$ cat src/rtl/clk_mode_pkg.sv
package clk_mode_pkg;

    localparam int          STRAP_W      = 6;
    // Multiplier expressed in half steps (value = 2 x multiplier).
    localparam int          MULT_W       = 7;

    localparam logic [5:0]  CODE_11X     = 6'h26;
    localparam logic [5:0]  CODE_11X5    = 6'h00;
    localparam logic [5:0]  CODE_12X     = 6'h2E;
    localparam logic [5:0]  CODE_12X5    = 6'h3E;
    localparam logic [5:0]  CODE_13X     = 6'h16;
    localparam logic [5:0]  CODE_13X5    = 6'h38;
    localparam logic [5:0]  CODE_14X     = 6'h32;
    localparam logic [5:0]  CODE_15X     = 6'h06;
    localparam logic [5:0]  CODE_16X     = 6'h36;
    localparam logic [5:0]  CODE_17X     = 6'h02;
    localparam logic [5:0]  CODE_18X     = 6'h0A;
    localparam logic [5:0]  CODE_20X     = 6'h0E;
    localparam logic [5:0]  CODE_21X     = 6'h12;
    localparam logic [5:0]  CODE_24X     = 6'h1A;
    localparam logic [5:0]  CODE_28X     = 6'h3A;
    localparam logic [5:0]  CODE_BYPASS  = 6'h0C;
    localparam logic [5:0]  CODE_OFF     = 6'h3C;

    localparam logic [6:0]  HALF_11X     = 7'h16;
    localparam logic [6:0]  HALF_11X5    = 7'h17;
    localparam logic [6:0]  HALF_12X     = 7'h18;
    localparam logic [6:0]  HALF_12X5    = 7'h19;
    localparam logic [6:0]  HALF_13X     = 7'h1A;
    localparam logic [6:0]  HALF_13X5    = 7'h1B;
    localparam logic [6:0]  HALF_14X     = 7'h1C;
    localparam logic [6:0]  HALF_15X     = 7'h1E;
    localparam logic [6:0]  HALF_16X     = 7'h20;
    localparam logic [6:0]  HALF_17X     = 7'h22;
    localparam logic [6:0]  HALF_18X     = 7'h24;
    localparam logic [6:0]  HALF_20X     = 7'h28;
    localparam logic [6:0]  HALF_21X     = 7'h2A;
    localparam logic [6:0]  HALF_24X     = 7'h30;
    localparam logic [6:0]  HALF_28X     = 7'h38;
    localparam logic [6:0]  HALF_NONE    = 7'h00;
    // Below 5x the bus system must stretch its address acknowledge.
    localparam logic [6:0]  HALF_5X      = 7'h0A;
    localparam logic [1:0]  VCO_MULT_1X  = 2'h1;
    localparam logic [1:0]  VCO_MULT_NONE = 2'h0;

    typedef enum logic [1:0] {
        MODE_PLL,
        MODE_BYPASS,
        MODE_OFF,
        MODE_RESERVED
    } clk_mode_t;

    typedef struct packed {
        clk_mode_t   mode;
        logic [6:0]  bus_core_half;
        logic [1:0]  core_vco_mult;
    } ratio_cfg_t;

endpackage : clk_mode_pkg

$ cat src/rtl/pll_ratio_strap_select.sv
module pll_ratio_strap_select #(
    parameter int MULT_W = clk_mode_pkg::MULT_W
) (
    input  wire logic                   clk_i,
    input  wire logic                   rstn_i,
    input  wire logic [5:0]             ratio_strap_i,
    input  wire logic                   dynamic_frequency_switching_i,
    input  wire logic [MULT_W-1:0]      dynamic_frequency_switching_half_i,
    input  wire logic                   bus_clock_qualifier_i,
    output logic                        pll_enable_o,
    output logic                        core_clock_enable_o,
    output logic                        core_from_reference_o,
    output logic                        bus_clock_enable_o,
    output logic [MULT_W-1:0]           bus_core_half_o,
    output logic [1:0]                  core_vco_mult_o,
    output logic                        strap_reserved_o,
    output logic                        acknowledge_delay_needed_o,
    output logic                        strap_valid_o
);

    ////////////////////////////////////////////////////////////////////////////
    // Strap capture on the first edge after reset release.

    logic [5:0]                 strap_ff;
    logic                       captured_ff;
    logic [5:0]                 nxt_strap;
    logic                       nxt_captured;
    clk_mode_pkg::ratio_cfg_t   cfg;

    // Until capture the decoder sees the off code, so nothing is clocked.
    assign nxt_strap    = captured_ff ? strap_ff : ratio_strap_i;
    assign nxt_captured = 1'b1;

    always_ff @(posedge clk_i or negedge rstn_i)
    begin
        if (!rstn_i)
        begin
            strap_ff <= clk_mode_pkg::CODE_OFF;
        end
        else
        begin
            strap_ff <= nxt_strap;
        end
    end

    always_ff @(posedge clk_i or negedge rstn_i)
    begin
        if (!rstn_i)
        begin
            captured_ff <= 1'b0;
        end
        else
        begin
            captured_ff <= nxt_captured;
        end
    end

    ////////////////////////////////////////////////////////////////////////////
    // Code decode.

    ratio_decode ratio_decode_inst (
        .strap_i (strap_ff),
        .cfg_o   (cfg)
    );

    ////////////////////////////////////////////////////////////////////////////
    // Mode decode.

    wire is_pll    = captured_ff && (cfg.mode == clk_mode_pkg::MODE_PLL);
    wire is_bypass = captured_ff && (cfg.mode == clk_mode_pkg::MODE_BYPASS);
    wire is_resv   = captured_ff && (cfg.mode == clk_mode_pkg::MODE_RESERVED);

    // Switching overrides the strap ratio only in PLL mode.
    wire [MULT_W-1:0] strap_half  = MULT_W'(cfg.bus_core_half);
    wire [MULT_W-1:0] switch_half = dynamic_frequency_switching_i ?
                                    dynamic_frequency_switching_half_i : strap_half;
    wire [MULT_W-1:0] eff_half    = is_pll ? switch_half : MULT_W'(clk_mode_pkg::HALF_NONE);

    ////////////////////////////////////////////////////////////////////////////
    // Next output values.

    wire              nxt_pll_enable        = is_pll;
    wire              nxt_core_from_ref     = is_bypass;
    // The off code and every reserved code leave the core unclocked.
    wire              nxt_core_clock_enable = is_pll || is_bypass;
    // In bypass the bus ticks on the qualifier, i.e. every second reference edge.
    wire              nxt_bus_clock_enable  = is_pll ||
                                              (is_bypass && bus_clock_qualifier_i);
    wire [MULT_W-1:0] nxt_bus_core_half     = eff_half;
    // The core-to-VCO ratio is reported only while the PLL runs.
    wire [1:0]        nxt_core_vco_mult     = is_pll ? cfg.core_vco_mult :
                                              clk_mode_pkg::VCO_MULT_NONE;
    wire              nxt_strap_reserved    = is_resv;
    // The acknowledge flag follows the effective ratio, switching included.
    wire              nxt_ack_delay         = is_pll &&
                                              (eff_half < clk_mode_pkg::HALF_5X);
    wire              nxt_strap_valid       = captured_ff;

    ////////////////////////////////////////////////////////////////////////////
    // Registered outputs.
    // Each output has its own flip-flop so downstream clock gating sees no glitch.

    always_ff @(posedge clk_i or negedge rstn_i)
    begin
        if (!rstn_i)
        begin
            pll_enable_o <= '0;
        end
        else
        begin
            pll_enable_o <= nxt_pll_enable;
        end
    end

    always_ff @(posedge clk_i or negedge rstn_i)
    begin
        if (!rstn_i)
        begin
            core_clock_enable_o <= '0;
        end
        else
        begin
            core_clock_enable_o <= nxt_core_clock_enable;
        end
    end

    always_ff @(posedge clk_i or negedge rstn_i)
    begin
        if (!rstn_i)
        begin
            core_from_reference_o <= '0;
        end
        else
        begin
            core_from_reference_o <= nxt_core_from_ref;
        end
    end

    always_ff @(posedge clk_i or negedge rstn_i)
    begin
        if (!rstn_i)
        begin
            bus_clock_enable_o <= '0;
        end
        else
        begin
            bus_clock_enable_o <= nxt_bus_clock_enable;
        end
    end

    always_ff @(posedge clk_i or negedge rstn_i)
    begin
        if (!rstn_i)
        begin
            bus_core_half_o <= '0;
        end
        else
        begin
            bus_core_half_o <= nxt_bus_core_half;
        end
    end

    always_ff @(posedge clk_i or negedge rstn_i)
    begin
        if (!rstn_i)
        begin
            core_vco_mult_o <= clk_mode_pkg::VCO_MULT_NONE;
        end
        else
        begin
            core_vco_mult_o <= nxt_core_vco_mult;
        end
    end

    always_ff @(posedge clk_i or negedge rstn_i)
    begin
        if (!rstn_i)
        begin
            strap_reserved_o <= '0;
        end
        else
        begin
            strap_reserved_o <= nxt_strap_reserved;
        end
    end

    always_ff @(posedge clk_i or negedge rstn_i)
    begin
        if (!rstn_i)
        begin
            acknowledge_delay_needed_o <= '0;
        end
        else
        begin
            acknowledge_delay_needed_o <= nxt_ack_delay;
        end
    end

    always_ff @(posedge clk_i or negedge rstn_i)
    begin
        if (!rstn_i)
        begin
            strap_valid_o <= '0;
        end
        else
        begin
            strap_valid_o <= nxt_strap_valid;
        end
    end

endmodule : pll_ratio_strap_select

$ cat src/rtl/ratio_decode.sv
module ratio_decode (
    input  wire logic [5:0]             strap_i,
    output clk_mode_pkg::ratio_cfg_t    cfg_o
);

    always_comb
    begin
        cfg_o.mode          = clk_mode_pkg::MODE_PLL;
        cfg_o.core_vco_mult = clk_mode_pkg::VCO_MULT_1X;
        case (strap_i)
            clk_mode_pkg::CODE_11X:    cfg_o.bus_core_half = clk_mode_pkg::HALF_11X;
            clk_mode_pkg::CODE_11X5:   cfg_o.bus_core_half = clk_mode_pkg::HALF_11X5;
            clk_mode_pkg::CODE_12X:    cfg_o.bus_core_half = clk_mode_pkg::HALF_12X;
            clk_mode_pkg::CODE_12X5:   cfg_o.bus_core_half = clk_mode_pkg::HALF_12X5;
            clk_mode_pkg::CODE_13X:    cfg_o.bus_core_half = clk_mode_pkg::HALF_13X;
            clk_mode_pkg::CODE_13X5:   cfg_o.bus_core_half = clk_mode_pkg::HALF_13X5;
            clk_mode_pkg::CODE_14X:    cfg_o.bus_core_half = clk_mode_pkg::HALF_14X;
            clk_mode_pkg::CODE_15X:    cfg_o.bus_core_half = clk_mode_pkg::HALF_15X;
            clk_mode_pkg::CODE_16X:    cfg_o.bus_core_half = clk_mode_pkg::HALF_16X;
            clk_mode_pkg::CODE_17X:    cfg_o.bus_core_half = clk_mode_pkg::HALF_17X;
            clk_mode_pkg::CODE_18X:    cfg_o.bus_core_half = clk_mode_pkg::HALF_18X;
            clk_mode_pkg::CODE_20X:    cfg_o.bus_core_half = clk_mode_pkg::HALF_20X;
            clk_mode_pkg::CODE_21X:    cfg_o.bus_core_half = clk_mode_pkg::HALF_21X;
            clk_mode_pkg::CODE_24X:    cfg_o.bus_core_half = clk_mode_pkg::HALF_24X;
            clk_mode_pkg::CODE_28X:    cfg_o.bus_core_half = clk_mode_pkg::HALF_28X;
            clk_mode_pkg::CODE_BYPASS:
            begin
                cfg_o.mode          = clk_mode_pkg::MODE_BYPASS;
                cfg_o.bus_core_half = clk_mode_pkg::HALF_NONE;
                cfg_o.core_vco_mult = clk_mode_pkg::VCO_MULT_NONE;
            end
            clk_mode_pkg::CODE_OFF:
            begin
                cfg_o.mode          = clk_mode_pkg::MODE_OFF;
                cfg_o.bus_core_half = clk_mode_pkg::HALF_NONE;
                cfg_o.core_vco_mult = clk_mode_pkg::VCO_MULT_NONE;
            end
            default:
            begin
                cfg_o.mode          = clk_mode_pkg::MODE_RESERVED;
                cfg_o.bus_core_half = clk_mode_pkg::HALF_NONE;
                cfg_o.core_vco_mult = clk_mode_pkg::VCO_MULT_NONE;
            end
        endcase
    end

endmodule : ratio_decode

$ cat config.mk
export PLATFORM = sky130hd
export DESIGN_NAME = pll_ratio_strap_select
export DESIGN_NICKNAME = d
export VERILOG_FILES = /design/src/rtl/clk_mode_pkg.sv /design/src/rtl/pll_ratio_strap_select.sv /design/src/rtl/ratio_decode.sv
export SDC_FILE = /design/constraint.sdc
export NUM_CORES = 1
export LEC_CHECK = 0
export ABC_AREA = 0
export BUFFER_PORTS_ARGS = -buffer_cell sky130_fd_sc_hd__buf_2
export CORE_MARGIN = 8
export CORE_UTILIZATION = 52
export DETAILED_ROUTE_END_ITERATION = 10
export PLACE_DENSITY = 0.79
export SETUP_SLACK_MARGIN = 0.5
export SLEW_MARGIN = 20
export SYNTH_ARGS = -nofsm -noshare
export SYNTH_HDL_FRONTEND = slang
export SYNTH_HIERARCHICAL = 1
export SYNTH_SLANG_ARGS = --single-unit
$ cat constraint.sdc
create_clock -name clk_i -period 2.58 [get_ports clk_i]
set_input_delay 0.129 -clock clk_i [delete_from_list [all_inputs] [get_ports clk_i]]
set_output_delay 0.129 -clock clk_i [all_outputs]
set_load 0.1 [all_outputs]
==> run summary <==
Switching power - 309 uW
Crit path from - strap_ff[5]
Overall Global Routing Usage - 14.2%
Top-count cell post-synth - dfrtp_1
Cell variety after synth - 44
Run status - finished, final reports clean
Clock Skew - 0.0100 ns
Worst endpoint data arrival time - 2.25 ns
Endpoint type of the worst setup path - flip-flop
Ys Warns - 6
Synth Flop Type - dfrtp_1
RR Startpoint - strap_ff[5]
Cells after synthesis - 128
RSZ-0062 raised after global routing - false
Final worst setup slack - 0.581 ns
Via count - 1085
Synth async-reset ratio - 100%
CP delay by family, top - simple AND/OR/NAND/NOR gates
Switching share of power - 36.7%
Die width - 65.5 um
Worst-margin pin slew - 0.492 ns
Endpoints failing setup - 0
Kind of critical path - reg -> reg
Post-route cell area - 1500 um^2
# H-tree levels - 1
Yosys top cell by area - dfrtp_1
CTS root buf - clkbuf_4
Slowest Stage Delay on Critical Path - 0.61 ns
Worst hold start - ratio_strap_i[1]
Share of layout cells above drive strength 1 - 38.8%
Reg area - 586 um^2
Area after DPL - 1390 um^2
Filler Cells Inserted - 216
# rows - 18
DIE AREA - 4290 um^2
Buf/Inv on CP - 0
Skew-Pair Late Insertion Delay - 0.32 ns
DR DRC count - 0
Final hold violations - 0
Place WS - 0.365 ns
Die height - 65.5 um
Antenna violations before repair - 0
CTS Sinks - 23
# diodes - 0
CP Max Fanout - 9
Synth Area per Inst - 9.94 um^2
Critical Path RT - 2.83 ns
Final Total Pwr - 844 uW
CP Launch Type - flip-flop
Routed Wire Length - 2790 um
Area Overhead vs Synth - 17.8%
Largest net degree at the start of global routing - 24
Top post-synthesis cells by area - dfrtp_1 37%, dfstp_2 8.3%, mux2i_1 5.5%, mux2_2 5.3%, nor2_1 3.8%
Core Region - 2390 um^2
Hpwl dp - 2000 um
Power density over the cells - 563 nW/um^2
Worst-path clk slew - 0.13 ns
Fmax - 0.500 GHz
Worst path slowest cell - dfstp_2
Multi-input gate area - 603 um^2
Routability cong. - 0.824
Setup_tns - 0 ns
First-pass GRT wire length - 4840 um
Max-Cap Viols - 0
Drt wl/cell - 14.7 um
Final nets - 178
Relative slew margins - 66.7%
Vias in the first global route - 1067
CTS tree - yes
Register bit total from synthesis - 23
Post-synth EDFFs - 0
TritonCTS Buffers - 3
Syn Std Cell Area - 1270 um^2
Crit-path cells - and3b_1, o21ai_0, o311ai_1, or3b_4, nand2b_4, a211oi_2
IO buf count - 32
Tmin final - 2.00 ns
Initial Util - 53.3%
Clock Tree Buf Depth - 2
Hold crit path type - in -> reg
Drt via density - 5.71
Final period utilization - 77.5%
Flop pwr share - 49.4%
Final Max Tran Viols - 0
Comb pwr share - 30.5%
Post-DRT Antenna Nets - 0
Hold Slack - 0.0261 ns
Clock power frac - 20.0%
Max VDD drop - 489 uV
Yosys top cell area share - 37.4%
Int Pwr - 534 uW
Initial DRC count - 40
Most frequent cells after synthesis - 19 x dfrtp_1, 13 x nor2_1, 7 x a21oi_1, 7 x mux2i_1
DRT Pass-1 Iters - 4
Gr ovfl total - 0
Register area share after synthesis - 45.6%
IO Pins - 33
Lkg Pwr - 0.000747 uW
stage by stage:
step	utilization (%)	instances
floorplan	-	129
global placement	58.2	178
detailed placement	58.2	178
CTS	62.3	190
global route	62.8	190
finish	62.8	190
per-layer routing:
metal	GRT usage, %	part of all wire (%)
met5	0	0
met1	16.8	41
met4	5.72	2.3
met2	23.9	48
met3	3.74	8.5
layout make-up:
type	count	area share, %
clock buffer	3	1.50
clock inverter	1	0.334
inverter	6	1.50
multi-input combinational	87	40.2
sequential	23	39.1
tap	30	2.50
timing repair buffer	40	14.9
layout by cell type (no fill, tap or decap), types with 2 or more instances in the layout:
cell type	count
buf_2	32
dfrtp_1	18
nor2_1	13
mux2i_1	7
a21oi_1	7
buf_4	7
inv_1	6
mux2_2	6
nand3_1	4
nand2_1	4
and2_1	3
nand2b_1	3
nor3_1	3
conb_1	3
clkbuf_4	3
o21ai_0	3
dfstp_2	3
and3_1	2
nor2b_1	2
o211ai_1	2
o31a_1	2
power groups by stage:
stage | registers [uW] | logic, uW | clock network [uW]
2_1_floorplan | 480 | 134 | 0
5_1_grt | 421 | 277 | 195
3_5_place_dp | 437 | 219 | 0
4_1_cts | 416 | 254 | 177
3_3_place_gp | 433 | 216 | 0
6_report | 417 | 258 | 169
final timing paths:
kind | to | slack [ns] | depth (start not counted)
hold / removal | strap_ff[1] | 0.03 | 2
min in group asynchronous | bus_core_half_o[6] | 0.28 | 2
setup reg to reg | acknowledge_delay_needed_o | 0.58 | 6
max in group asynchronous | strap_ff[2] | 1.93 | 2
hold reg to reg | strap_valid_o | 0.59 | 0
setup / recovery | acknowledge_delay_needed_o | 0.58 | 6
repair_timing:
item                                    CTS  global route
hold buffers                              1             0
pin swaps                                 0             1
endpoints found under the setup margin    2             1
resized for setup                         3             2
buffers inserted                          7             0
endpoints found under the hold margin    19             0
worst reg2reg max path: stages, from the launching register on:
cell and delay [ns]:
dfstp_2 0.61, and3b_1 0.18, o21ai_0 0.16, o311ai_1 0.19, or3b_4 0.48, nand2b_4 0.16
a211oi_2 0.14
registers in the layout, indices dropped and copies added, names as in the netlist:
signal	cells
pll_enable_o	1
captured_ff	1
bus_clock_enable_o	1
core_vco_mult_o	2
strap_valid_o	1
strap_reserved_o	1
core_from_reference_o	1
strap_ff	6
acknowledge_delay_needed_o	1
bus_core_half_o	7
core_clock_enable_o	1
cells by family after synthesis:
group | count (synthesis) | share of synthesized area [%]
simple gates | 45 | 20.0
other cells | 2 | 0.590
mux | 13 | 10.8
flops | 23 | 45.6
xor+xnor | 1 | 0.688
compound gates | 25 | 14.0
buf+inv | 19 | 8.36
No activity file was read; power rests on OpenSTA's default activity.
